`src/mfd_params.svh`:
```
// constants for the micro floppy drive controller
`ifndef MFD_PARAMS_SVH
`define MFD_PARAMS_SVH
// ----------------------------------------
// timing and track limit
// ----------------------------------------
`define MFD_CLK_MHZ 200
`define MFD_STEP_MS 10
`define MFD_HOLD_US 1000
`define MFD_READY_MS 1500
`define MFD_RECAL_MS 3000
`define MFD_REV_MS 200
`define MFD_INDEX_US 2000
`define MFD_SEQ_MS 100
`define MFD_MAX_TRACK 79
// ----------------------------------------
// register map
// ----------------------------------------
`define MFD_OFS_CTRL 32'h0000_0000
`define MFD_OFS_STATUS 32'h0000_0004
`define MFD_OFS_IRQ_STAT 32'h0000_0008
`define MFD_OFS_IRQ_MASK 32'h0000_000C
`define MFD_CTRL_RST 2'h0
`define MFD_MASK_RST 4'h0
// irq bits
`define MFD_IRQ_INS 0
`define MFD_IRQ_EJECT 1
`define MFD_IRQ_RECAL 2
`define MFD_IRQ_LOCK 3
// status bits
`define MFD_ST_RUN 8
`define MFD_ST_LOCK 9
`define MFD_ST_SPIN 10
`define MFD_ST_READY 11
`define MFD_ST_CHG 12
`define MFD_ST_DISK 13
`endif

```
`src/mfd_pkg.sv`:
```
// types and helpers for the micro floppy drive controller
`default_nettype none
package mfd_pkg;
    typedef enum logic [1:0] {MFD_RECAL, MFD_RUN, MFD_LOCK} mfd_state_e;
    typedef enum logic [1:0] {MFD_SQ_IDLE, MFD_SQ_SPIN, MFD_SQ_LOAD, MFD_SQ_UNLOAD} mfd_seq_e;

    function automatic logic [3:0] mfd_phase_pat(input logic [1:0] p);
        case (p)
            2'h0: return 4'h3;
            2'h1: return 4'h6;
            2'h2: return 4'hC;
            default: return 4'h9;
        endcase
    endfunction : mfd_phase_pat
endpackage : mfd_pkg
`default_nettype wire

```
`src/mfd_ctrl.sv`:
```
// micro floppy drive control logic with ahb-lite register slave
// Function
// [RL1] at power-up step outward until track zero, then hold there
// [RL2] spindle stays stopped after power-up until motor request or insertion
// [RL3] status outputs driven only while host select matches configured position
// [RL4] insertion: spin motor, plunger, load then unload head, stop motor
// [RL5] motor-on with disk present spins spindle, one index pulse per revolution
// [RL6] ready asserts about 1.5 s after insertion with motor running, not before
// [RL7] change-reset input clears disk-changed output at once
// [RL8] eject sets disk-changed, held until change-reset clears it
// [RL9] head-load request energises plunger solenoid
// [RL10] inward steps stop at track 79, outward steps stop at track 00
// [RL11] track-zero output inactive on any track other than zero
// [RL12] no track zero within seconds of power-up: stepper off, commands ignored
// [RL13] recalibration advances phase outputs every 10 ms within 0.1 ms
// [RL14] stepper stays energised about 1 ms after each step pulse
// [RL15] side select picks head 0 or 1, write current only to it
// [RL16] write gate active low, write driver enabled only while low
// [RL17] track-zero, write-protect, ready, disk-changed outputs active low
// [RL18] phase outputs follow track modulo four: HHLL, LHHL, LLHH, HLLH
// [RL19] each accepted step moves exactly one track and updates position
//
// Register access over AHB-Lite and the register offsets are this design's own decisions.
`include "mfd_params.svh"
`default_nettype none
module mfd_ctrl
    import mfd_pkg::*;
#(
    parameter int unsigned MAX_TRACK = `MFD_MAX_TRACK,
    parameter int unsigned STEP_CYC = `MFD_STEP_MS * `MFD_CLK_MHZ * 1000,
    parameter int unsigned HOLD_CYC = `MFD_HOLD_US * `MFD_CLK_MHZ,
    parameter int unsigned READY_CYC = `MFD_READY_MS * `MFD_CLK_MHZ * 1000,
    parameter int unsigned RECAL_CYC = `MFD_RECAL_MS * `MFD_CLK_MHZ * 1000,
    parameter int unsigned REV_CYC = `MFD_REV_MS * `MFD_CLK_MHZ * 1000,
    parameter int unsigned INDEX_CYC = `MFD_INDEX_US * `MFD_CLK_MHZ,
    parameter int unsigned SEQ_CYC = `MFD_SEQ_MS * `MFD_CLK_MHZ * 1000
)
(
    // clock and reset
    input wire logic clk,
    input wire logic resetn,
    // ahb-lite slave
    input wire logic hsel,
    input wire logic [31:0] haddr,
    input wire logic [1:0] htrans,
    input wire logic hwrite,
    input wire logic [2:0] hsize,
    input wire logic [31:0] hwdata,
    input wire logic hready,
    output logic hreadyout,
    output logic hresp,
    output logic [31:0] hrdata,
    output logic irq,
    // host interface inputs
    input wire logic [3:0] drive_select_n,
    input wire logic motor_on_n,
    input wire logic step_n,
    input wire logic step_inward,
    input wire logic head_side,
    input wire logic head_load_n,
    input wire logic write_gate_n,
    input wire logic change_reset_n,
    // host interface outputs
    output logic track_zero_n,
    output logic write_protect_n,
    output logic ready_n,
    output logic disk_changed_n,
    output logic index_n,
    // mechanism sensors
    input wire logic cassette_inserted,
    input wire logic write_protect_tab,
    input wire logic track_zero_sensor,
    // mechanism drives
    output logic [3:0] phase,
    output logic stepper_on,
    output logic spindle_on,
    output logic plunger_on,
    output logic [1:0] write_enable
);
    // ----------------------------------------
    // parameter checks
    // ----------------------------------------
    generate
        if (MAX_TRACK < 4 || MAX_TRACK > 127 || STEP_CYC < 2 || HOLD_CYC < 2 ||
            INDEX_CYC >= REV_CYC || SEQ_CYC < 2 || READY_CYC < 2 ||
            RECAL_CYC < 2)
        begin : g_bad_param
            $error("mfd_ctrl: parameter values out of range");
        end
    endgenerate

    // ----------------------------------------
    // state
    // ----------------------------------------
    mfd_state_e st;
    mfd_seq_e seq;
    logic [6:0] track;
    logic [1:0] ph;
    logic [31:0] step_tmr;
    logic [31:0] recal_tmr;
    logic [31:0] hold_cnt;
    logic [31:0] rdy_cnt;
    logic [31:0] rev_cnt;
    logic [31:0] seq_cnt;
    logic primed;
    logic cass_q;
    logic step_n_q;
    logic dchg;
    logic [1:0] sel_pos;
    logic [3:0] irq_stat;
    logic [3:0] irq_mask;
    logic wr_pend;
    logic [31:0] wr_addr;

    // ----------------------------------------
    // decode
    // ----------------------------------------
    wire selected = !drive_select_n[sel_pos];
    wire ins_ev = primed && cassette_inserted && !cass_q;
    wire eject_ev = primed && !cassette_inserted && cass_q;
    wire step_fall = step_n_q && !step_n;
    wire cmd_ok = (st == MFD_RUN); // [RL12]
    wire at_max = (track == 7'(MAX_TRACK));
    wire at_zero = (track == 7'h0);
    // edge of step_n is taken only inside the travel limits
    wire step_acc = cmd_ok && selected && step_fall &&
        (step_inward ? !at_max : !at_zero); // [RL10]
    wire step_tick = (step_tmr == 32'(STEP_CYC - 1)); // [RL13]
    wire recal_hit = (st == MFD_RECAL) && step_tick && track_zero_sensor;
    wire recal_fail = (st == MFD_RECAL) && !recal_hit &&
        (recal_tmr == 32'(RECAL_CYC - 1)); // [RL12]
    wire seq_tick = (seq_cnt == 32'(SEQ_CYC - 1));
    wire rdy_done = (rdy_cnt == 32'(READY_CYC)); // [RL6]

    // track and phase pointer updates
    wire [6:0] next_track = recal_hit ? 7'h0 :
        !step_acc ? track :
        step_inward ? track + 7'h1 : track - 7'h1; // [RL19]
    wire [1:0] next_ph = recal_hit ? 2'h0 :
        (st == MFD_RECAL && step_tick) ? ph - 2'h1 :
        step_acc ? next_track[1:0] : ph; // [RL1] [RL18]
    wire [31:0] next_hold = step_acc ? 32'(HOLD_CYC) :
        (hold_cnt != 32'h0000_0000) ? hold_cnt - 32'h0000_0001 :
        32'h0000_0000; // [RL14]
    wire next_stepper = (st == MFD_RECAL && !recal_fail) ||
        (st == MFD_RUN && next_hold != 32'h0000_0000); // [RL14]

    // spindle and plunger demand
    wire host_motor = cmd_ok && !motor_on_n && cassette_inserted; // [RL5]
    wire next_spin = host_motor || (seq != MFD_SQ_IDLE); // [RL2] [RL4]
    wire next_plunger = (cmd_ok && !head_load_n) ||
        (seq == MFD_SQ_LOAD); // [RL9] [RL4]
    wire next_dchg = eject_ev ? 1'b1 :
        !change_reset_n ? 1'b0 : dchg; // [RL7] [RL8]

    // ----------------------------------------
    // bus decode
    // ----------------------------------------
    wire addr_ok = hsel && hready && htrans[1];
    wire wr_ctrl = wr_pend && (wr_addr == `MFD_OFS_CTRL);
    wire wr_istat = wr_pend && (wr_addr == `MFD_OFS_IRQ_STAT);
    wire wr_imask = wr_pend && (wr_addr == `MFD_OFS_IRQ_MASK);
    wire [3:0] w1c = wr_istat ? hwdata[3:0] : 4'h0;
    wire [3:0] irq_ev = {recal_fail, recal_hit, eject_ev, ins_ev};
    wire [31:0] status_word = {18'h0_0000, cassette_inserted, dchg,
        rdy_done, spindle_on, (st == MFD_LOCK), (st == MFD_RUN), 1'b0, track};
    wire [31:0] rd_val =
        (haddr == `MFD_OFS_CTRL) ? {30'h0000_0000, sel_pos} :
        (haddr == `MFD_OFS_STATUS) ? status_word :
        (haddr == `MFD_OFS_IRQ_STAT) ? {28'h000_0000, irq_stat} :
        (haddr == `MFD_OFS_IRQ_MASK) ? {28'h000_0000, irq_mask} :
        32'h0000_0000;

    assign hreadyout = 1'b1;
    assign hresp = 1'b0;
    assign irq = |(irq_stat & irq_mask);

    // ----------------------------------------
    // bus registers
    // ----------------------------------------
    always_ff @(posedge clk)
    begin
        if (!resetn)
        begin
            wr_pend <= 1'b0;
            wr_addr <= 32'h0000_0000;
            hrdata <= 32'h0000_0000;
        end
        else
        begin
            wr_pend <= addr_ok && hwrite;
            if (addr_ok)
                wr_addr <= haddr;
            if (addr_ok && !hwrite)
                hrdata <= rd_val;
        end
    end

    always_ff @(posedge clk)
    begin
        if (!resetn)
        begin
            sel_pos <= `MFD_CTRL_RST;
            irq_mask <= `MFD_MASK_RST;
            irq_stat <= 4'h0;
        end
        else
        begin
            if (wr_ctrl)
                sel_pos <= hwdata[1:0];
            if (wr_imask)
                irq_mask <= hwdata[3:0];
            // a new event beats a clear in the same cycle
            irq_stat <= (irq_stat & ~w1c) | irq_ev;
        end
    end

    // ----------------------------------------
    // input edge tracking
    // ----------------------------------------
    // primed blocks a false insertion edge in the first cycle after reset
    always_ff @(posedge clk)
    begin
        if (!resetn)
        begin
            primed <= 1'b0;
            cass_q <= 1'b0;
            step_n_q <= 1'b1;
        end
        else
        begin
            primed <= 1'b1;
            cass_q <= cassette_inserted;
            step_n_q <= step_n;
        end
    end

    // ----------------------------------------
    // head positioning
    // ----------------------------------------
    always_ff @(posedge clk)
    begin
        if (!resetn)
        begin
            st <= MFD_RECAL;
            track <= 7'h0;
            ph <= 2'h0;
            step_tmr <= 32'h0000_0000;
            recal_tmr <= 32'h0000_0000;
            hold_cnt <= 32'h0000_0000;
        end
        else
        begin
            track <= next_track;
            ph <= next_ph;
            hold_cnt <= next_hold;
            case (st)
                MFD_RECAL:
                begin
                    step_tmr <= step_tick ? 32'h0000_0000 :
                        step_tmr + 32'h0000_0001;
                    recal_tmr <= recal_tmr + 32'h0000_0001;
                    if (recal_hit)
                        st <= MFD_RUN; // [RL1]
                    else if (recal_fail)
                        st <= MFD_LOCK; // [RL12]
                end
                MFD_RUN: st <= MFD_RUN;
                MFD_LOCK: st <= MFD_LOCK;
                default: st <= MFD_LOCK;
            endcase
        end
    end

    // phase outputs stay registered so the coil pattern never glitches
    always_ff @(posedge clk)
    begin
        if (!resetn)
        begin
            phase <= mfd_phase_pat(2'h0);
            stepper_on <= 1'b0;
        end
        else
        begin
            phase <= mfd_phase_pat(next_ph); // [RL18] [RL13]
            stepper_on <= next_stepper; // [RL14] [RL12]
        end
    end

    // ----------------------------------------
    // insertion sequence
    // ----------------------------------------
    always_ff @(posedge clk)
    begin
        if (!resetn)
        begin
            seq <= MFD_SQ_IDLE;
            seq_cnt <= 32'h0000_0000;
        end
        else
        begin
            seq_cnt <= (seq == MFD_SQ_IDLE || seq_tick) ? 32'h0000_0000 :
                seq_cnt + 32'h0000_0001;
            case (seq)
                MFD_SQ_IDLE: if (ins_ev) seq <= MFD_SQ_SPIN; // [RL4]
                MFD_SQ_SPIN: if (seq_tick) seq <= MFD_SQ_LOAD;
                MFD_SQ_LOAD: if (seq_tick) seq <= MFD_SQ_UNLOAD;
                MFD_SQ_UNLOAD: if (seq_tick) seq <= MFD_SQ_IDLE;
                default: seq <= MFD_SQ_IDLE;
            endcase
            if (!cassette_inserted)
                seq <= MFD_SQ_IDLE;
        end
    end

    // ----------------------------------------
    // spindle, index and ready
    // ----------------------------------------
    always_ff @(posedge clk)
    begin
        if (!resetn)
        begin
            spindle_on <= 1'b0;
            plunger_on <= 1'b0;
            rev_cnt <= 32'h0000_0000;
            rdy_cnt <= 32'h0000_0000;
        end
        else
        begin
            spindle_on <= next_spin; // [RL2] [RL5]
            plunger_on <= next_plunger; // [RL9]
            if (!spindle_on || !cassette_inserted)
                rev_cnt <= 32'h0000_0000;
            else if (rev_cnt == 32'(REV_CYC - 1))
                rev_cnt <= 32'h0000_0000; // [RL5]
            else
                rev_cnt <= rev_cnt + 32'h0000_0001;
            // ready time runs from insertion; removal restarts it
            if (!cassette_inserted)
                rdy_cnt <= 32'h0000_0000;
            else if (!rdy_done)
                rdy_cnt <= rdy_cnt + 32'h0000_0001; // [RL6]
        end
    end

    // ----------------------------------------
    // host status outputs
    // ----------------------------------------
    always_ff @(posedge clk)
    begin
        if (!resetn)
        begin
            dchg <= 1'b0;
            track_zero_n <= 1'b1;
            write_protect_n <= 1'b1;
            ready_n <= 1'b1;
            disk_changed_n <= 1'b1;
            index_n <= 1'b1;
        end
        else
        begin
            dchg <= next_dchg; // [RL8]
            track_zero_n <= !(selected && st == MFD_RUN &&
                next_track == 7'h0); // [RL3] [RL11] [RL17]
            write_protect_n <= !(selected && cassette_inserted &&
                write_protect_tab); // [RL3] [RL17]
            ready_n <= !(selected && rdy_done && spindle_on); // [RL6] [RL17]
            disk_changed_n <= !(selected && next_dchg); // [RL3] [RL7] [RL17]
            index_n <= !(selected && spindle_on && cassette_inserted &&
                rev_cnt < 32'(INDEX_CYC)); // [RL5]
        end
    end

    // ----------------------------------------
    // write drivers, one per head
    // ----------------------------------------
    genvar h;
    generate
        for (h = 0; h < 2; h++)
        begin : g_head
            always_ff @(posedge clk)
            begin
                if (!resetn)
                    write_enable[h] <= 1'b0;
                else
                    write_enable[h] <= cmd_ok && selected && !write_gate_n &&
                        (head_side == 1'(h)) && cassette_inserted &&
                        !write_protect_tab; // [RL15] [RL16]
            end
        end
    endgenerate
endmodule : mfd_ctrl
`default_nettype wire

```
`config.mk`:
```
export PLATFORM = sky130hd
export DESIGN_NAME = mfd_ctrl
export DESIGN_NICKNAME = d
export VERILOG_FILES = /design/src/mfd_pkg.sv /design/src/mfd_ctrl.sv
export VERILOG_INCLUDE_DIRS = /design/src
export SDC_FILE = /design/constraint.sdc
export NUM_CORES = 1
export LEC_CHECK = 0
export ABC_AREA = 1
export BUFFER_PORTS_ARGS = -buffer_cell sky130_fd_sc_hd__buf_2
export CORE_ASPECT_RATIO = 1.75
export CORE_MARGIN = 4
export CORE_UTILIZATION = 59
export DETAILED_ROUTE_END_ITERATION = 10
export HOLD_SLACK_MARGIN = 0.15
export PLACE_DENSITY = 0.8
export SETUP_SLACK_MARGIN = 0.2
export SLEW_MARGIN = 20
export SYNTH_ARGS = -nofsm -noshare
export SYNTH_HDL_FRONTEND = slang
export SYNTH_SLANG_ARGS = --single-unit
export TNS_END_PERCENT = 5
```
`constraint.sdc`:
```
create_clock -name clk -period 6.61 [get_ports clk]
set_clock_uncertainty 0.2 [all_clocks]
set_input_delay 0.3305 -clock clk [delete_from_list [all_inputs] [get_ports clk]]
set_output_delay 0.3305 -clock clk [all_outputs]
set_load 0.02 [all_outputs]
```
# Word-level counts from Yosys, hierarchy flattened

Cells that the tools add are included.

Add/sub/neg operators: 9
$lt $le $gt $ge: 2
Eq/ne operators: 23
Muxes and demuxes: 29
Bitwise logic cells: 6
Reduce and logical (&&, ||, !) cells: 79

Operator list:

| operator                | number |
|---|---|
| $add A32 B1 Y32 const B | 5 |
| $eq A32 B4 Y1 const B   | 4 |
| $mux W32                | 3 |
| $logic_not A32 Y1       | 2 |
| $reduce_bool A32 Y1     | 2 |
| $logic_and A1 B1 Y1     | 40 |
| $eq A32 B21 Y1 const B  | 1 |
| $eq A32 B25 Y1 const B  | 1 |
| $eq A32 B26 Y1 const B  | 1 |
| $eq A32 B29 Y1 const B  | 1 |
| $eq A32 B3 Y1 const B   | 1 |
| $eq A32 B30 Y1 const B  | 1 |
| $lt A32 B19 Y1 const B  | 1 |
| $sub A32 B1 Y32 const B | 1 |
| $mux W14                | 2 |
| $mux W7                 | 3 |
| $logic_not A1 Y1        | 19 |
| $mux W2                 | 9 |
| $logic_not A7 Y1        | 2 |
| $mux W4                 | 3 |
| $pmux W4 S3             | 1 |
| $and A4 B4 Y4           | 2 |
| $eq A2 B2 Y1 const B    | 4 |
| $ne A2 B2 Y1 const B    | 4 |
| 22 further kinds        | 35 |

Bits in registers: 298
Input bits: 88
Logic and storage cells: 179

# Longest topological paths before layout

Word-level depth: 13
Gate-level depth with buffers: 18

# Least setup slack after synthesis

Ideal clock, no wire load.

Path kind: register to register
Start: register st[0]
End: register phase[3]
Arrival: 1.939 ns
Data required time: 6.282 ns
Slack: 4.344 ns
Cell stages (with the launch flop): 15
Path buffers: 2
Path through: dfxtp_1 inv_2 nor2_1 nand3b_1 inv_1 nand2_1 buf_2 buf_2 a21oi_1 o21ai_0 nand2_1 inv_1 ha_1 nor2_1 nor2_1

Word-level cells in the longest chain between the ends: 11
Elaborated cells between the ends (all ways): 16

RTL lines:

| element                                    | RTL line        | RTL |
|---|---|---|
| from (decl)                                | mfd_ctrl.sv:95  | `mfd_state_e st;` |
| from (signal assigned)                     | mfd_ctrl.sv:245 | `st <= MFD_RECAL;` |
| from (signal assigned)                     | mfd_ctrl.sv:264 | `st <= MFD_RUN;` |
| from (signal assigned)                     | mfd_ctrl.sv:266 | `st <= MFD_LOCK;` |
| $eq A2 B1 Y1                               | mfd_ctrl.sv:122 | `wire cmd_ok = (st == MFD_RUN);` |
| $logic_and A1 B1 Y1 (3 in a row)           | mfd_ctrl.sv:126 | `wire step_acc = cmd_ok && selected && step_fall &&` |
| $mux W7                                    | mfd_ctrl.sv:137 | `!step_acc ? track :` |
| $mux W7                                    | mfd_ctrl.sv:136 | `wire [6:0] next_track = recal_hit ? 7'h0 :` |
| $mux W2                                    | mfd_ctrl.sv:141 | `step_acc ? next_track[1:0] : ph;` |
| $mux W2                                    | mfd_ctrl.sv:140 | `(st == MFD_RECAL && step_tick) ? ph - 2'h1 :` |
| $mux W2 (*)                                | mfd_ctrl.sv:139 | `wire [1:0] next_ph = recal_hit ? 2'h0 :` |
| via next_ph[0]                             | mfd_ctrl.sv:139 |  |
| $eq A2 B2 Y1, or another cell as far along | mfd_pkg.sv:8    | `case (p)` |
| $pmux W4 S3 (*)                            | mfd_pkg.sv:8    |  |
| to (signal assigned)                       | mfd_ctrl.sv:280 | `phase <= mfd_phase_pat(2'h0);` |
| to (signal assigned)                       | mfd_ctrl.sv:285 | `phase <= mfd_phase_pat(next_ph);` |
| to (decl)                                  | mfd_ctrl.sv:74  | `output logic [3:0] phase,` |

The timed path passes the listed nets; every way through them passes the cells marked *.
A chain may end at the register's enable or synchronous reset.

# Final worst setup path

Start: register st[0]
End: register stepper_on

Word-level cells in the longest chain between the ends: 9
Elaborated cells between the ends (all ways): 16

RTL lines:

| element                                                          | RTL line        | RTL |
|---|---|---|
| parallel branches: the longest is 8 deep, another holds $mux W32 | -               |  |
| $logic_or A1 B1 Y1 (*)                                           | mfd_ctrl.sv:145 | `wire next_stepper = (st == MFD_RECAL && !recal_fail) \|\|` |
| to (signal assigned)                                             | mfd_ctrl.sv:286 | `stepper_on <= next_stepper;` |
| to (decl)                                                        | mfd_ctrl.sv:75  | `output logic stepper_on,` |

Mark *: on every way between the ends.

==> results.yml <==
synthesis:
  synth_flop_cell: "dfxtp_1"
  synth_top_area_cell: "dfxtp_1"
  yosysUniqueCellTypes: 51
  ys_ff_latch: 279
  synthTopCellsByArea: "dfxtp_1 (40%), nand2_1 (9.7%), nor2_1 (7.9%)"
  syn-cell-area_um2: 14000
  synth_top_area_share_pct: 40.0
  synth_seq_area_share_pct: 40.0
  syn_inst: 2006
  ys_warn_count: 0
  synth_edf_count: 0
  syn_avg_cell_area_um2: 6.96
  async_flop_share_pct: 0
die:
  rows: 74
  core_um2: 23300
  io_pins: 137
  die_w_um: 124
  die_area_um2: 26300
  die_h_um: 212
  start_util_pct: 59.9
sta:
  setup_viol: 0
  rsz0062_at_grt: "false"
  fmax_mhz: 305
  fin_crit_sh_pct: 49.7
  whs_ns: 0.221
  maxSlewViolCount: 0
  timing_worst_slew_pin_value_ns: 0.898
  relSlewSlack_pct: 39.9
  hold_viol: 0
  tns_ns: 0
  finalCriticalPeriod_ns: 3.28
cells_and_area:
  drive_gt1_share_pct: 8.69
  fin_cells: 2470
  seqCellArea_um2: 5590
  fillers: 1943
  multi_input_area_um2: 7050
  final_common_cell: "nand2_1"
  finish.utilization_pct: 68.8
  final_cell_mix: "nand2_1 (360), nor2_1 (293), inv_1 (281)"
  layout.nets: 2253
  area_growth_syn_to_layout_pct: 15.0
  fin_area_um2: 16100
critical_path:
  cp.depth: 13
  cp_top_family: "simple AND/OR/NAND/NOR gates"
  max_stage_delay_ns: 0.67
  required_ns: 6.80
  crit_top_cell: "nand2_1"
  worstSetupStartpointType: "flip-flop"
  critPathSlowestCell: "nor2_1"
  path_cells: "inv_2 -> nor2_1 -> nand3b_1 -> inv_1 -> nand2_1 -> nand2_1 -> a21oi_1 -> nor2_1 -> nand2_1 -> nor2_1 -> nand2_1 -> nand2_1 -> a21oi_1"
  worstRegToRegCells: 13
  crit_arrival_ns: 3.47
  worst_setup_path_end_kind: "flip-flop"
  crit_type: "reg2reg"
  path_buf_inv: 2
  cp_max_fo: 20
power:
  powerDensity_nw_per_um2: 311
  irDropWorstVdd_mv: 0.220
  p_leak_nw: 6.35
route:
  drt_wl_total_um: 35900
  route.detailed.drc: 0
  wl_per_cell_um: 14.5
  postRouteAntennaNets: 0
  first_pass_iters: 5
  drt-initial-drc-count: 822
  via_per_inst: 5.51
  vias: 13622
clocking:
  post_cts_buffers: 0
  cts_sinks: 279
  cts-buffers-inserted: 26
  cts_max_level: 1
  cts-root-buf: "clkbuf_16"
  clkTransAtPathRegs_ns: 0.07
  cts_buffer_depth: 3
  cts_tree: "done"
  clk_latency_ns: 0.55
global_routing:
  overflow: 0
  grt_use_total_pct: 26.2
  grt_first_pass_wirelength_um: 58700
  antenna_found_initial: 1
  grt_pass1_vias: 13322
  grt_max_degree: 84
place:
  dp_hpwl_um: 25000
  placed_cells: 2354
  port_buffers: 83
  gp_congestion: 0.979
  place_area_um2: 14500
min_path:
  min-delay-path-class: "in2reg"
  hold_path_depth: 5
flow_run:
  drv_cap: 0
status:
  status: "complete, no violations"
[path summary, 6_finish.rpt]
kind,start,end,slack (ns)
worst min register to register,wr_addr[18],wr_addr[18],0.25
worst max-delay path,st[0],stepper_on,3.33
worst min-delay path,drive_select_n[1],write_protect_n,0.22
worst max register to register,st[0],stepper_on,3.33
[what timing repair did]
| item | 4_1_cts | 5_1_grt |
|---|---|---|
| hold buffers | 66 | 0 |
| gates resized for setup | 0 | 0 |
| endpoints found under the hold margin | 69 | 0 |
| endpoints found under the setup margin | 0 | 0 |
[stage by stage]
stage                     setup WS [ns]  total power [mW]
after floorplan                    4.34              3.13
after global placement             3.45              3.44
after detailed placement           3.44              3.46
after CTS                          3.41              5.00
after global routing               3.09              5.31
final                              3.33              4.99
[layer usage]
layer | share of wire (%) | track usage (%) | vias to the layer above
met5 | 0 | 0 | -
met4 | 6.1 | 16.1 | 0
met3 | 4.8 | 3.74 | 166
met2 | 52 | 50.0 | 390
met1 | 37 | 26.5 | 6261
li1 | - | - | 6805
[report_power, final]
| part | internal, mW | total (mW) | leakage [nW] | switching (mW) |
|---|---|---|---|---|
| logic | 0.523 | 1.59 | 3.66 | 1.06 |
| clock network | 0.841 | 1.51 | 0.429 | 0.668 |
| registers | 1.79 | 1.90 | 2.26 | 0.103 |
[sequential cells by signal, summed over array words and instances, names as in the netlist, 2 cells and up]
| name | cells |
|---|---|
| irq_mask | 4 |
| phase | 4 |
| recal_tmr | 32 |
| rdy_cnt | 32 |
| st | 2 |
| sel_pos | 2 |
| wr_addr | 32 |
| write_enable | 2 |
| step_tmr | 32 |
| seq_cnt | 32 |
| rev_cnt | 32 |
| track | 7 |
| seq | 2 |
| ph | 2 |
| hrdata | 13 |
| irq_stat | 4 |
| hold_cnt | 32 |
[cell usage after synthesis (15+ instances only)]
library cell / count
a21oi_1: 156
nor3b_1: 15
dfxtp_1: 279
nor4_1: 36
nand2_1: 360
nand4_1: 69
xor2_1: 36
inv_1: 282
clkbuf_1: 25
nand3_1: 78
buf_4: 23
o21ai_0: 96
ha_1: 20
nor3_1: 90
nor2_1: 293
[cell families (layout without fill, tap and decap cells)]
| family | Yosys count | count (layout) | synth area share, % |
|---|---|---|---|
| adder cells (fa/ha/maj) | 21 | 21 | 1.93 |
| AO/OA/AOI/OAI | 308 | 308 | 12.0 |
| other | 2 | 23 | 0.0538 |
| buffers and inverters | 350 | 489 | 10.1 |
| flip-flops | 279 | 279 | 40.0 |
| XOR/XNOR | 47 | 47 | 2.95 |
| AND/OR/NAND/NOR | 999 | 999 | 32.9 |
[final cells by class]
type / instances / share of cell area [%]
Antenna cell: 2 / 0.0312
Inverter: 287 / 6.71
Clock inverter: 15 / 0.919
Clock buffer: 33 / 4.40
Sequential cell: 279 / 34.8
Multi-Input combinational cell: 1396 / 43.9
Timing Repair Buffer: 154 / 6.93
Tap cell: 304 / 2.37
[worst min-delay path, delay by kind of cell]
family | cells | cell delay [ns]
buffers and inverters | 1 | 0.07
and+or+nand+nor | 4 | 0.52
Power figures use the tool's default switching activity.
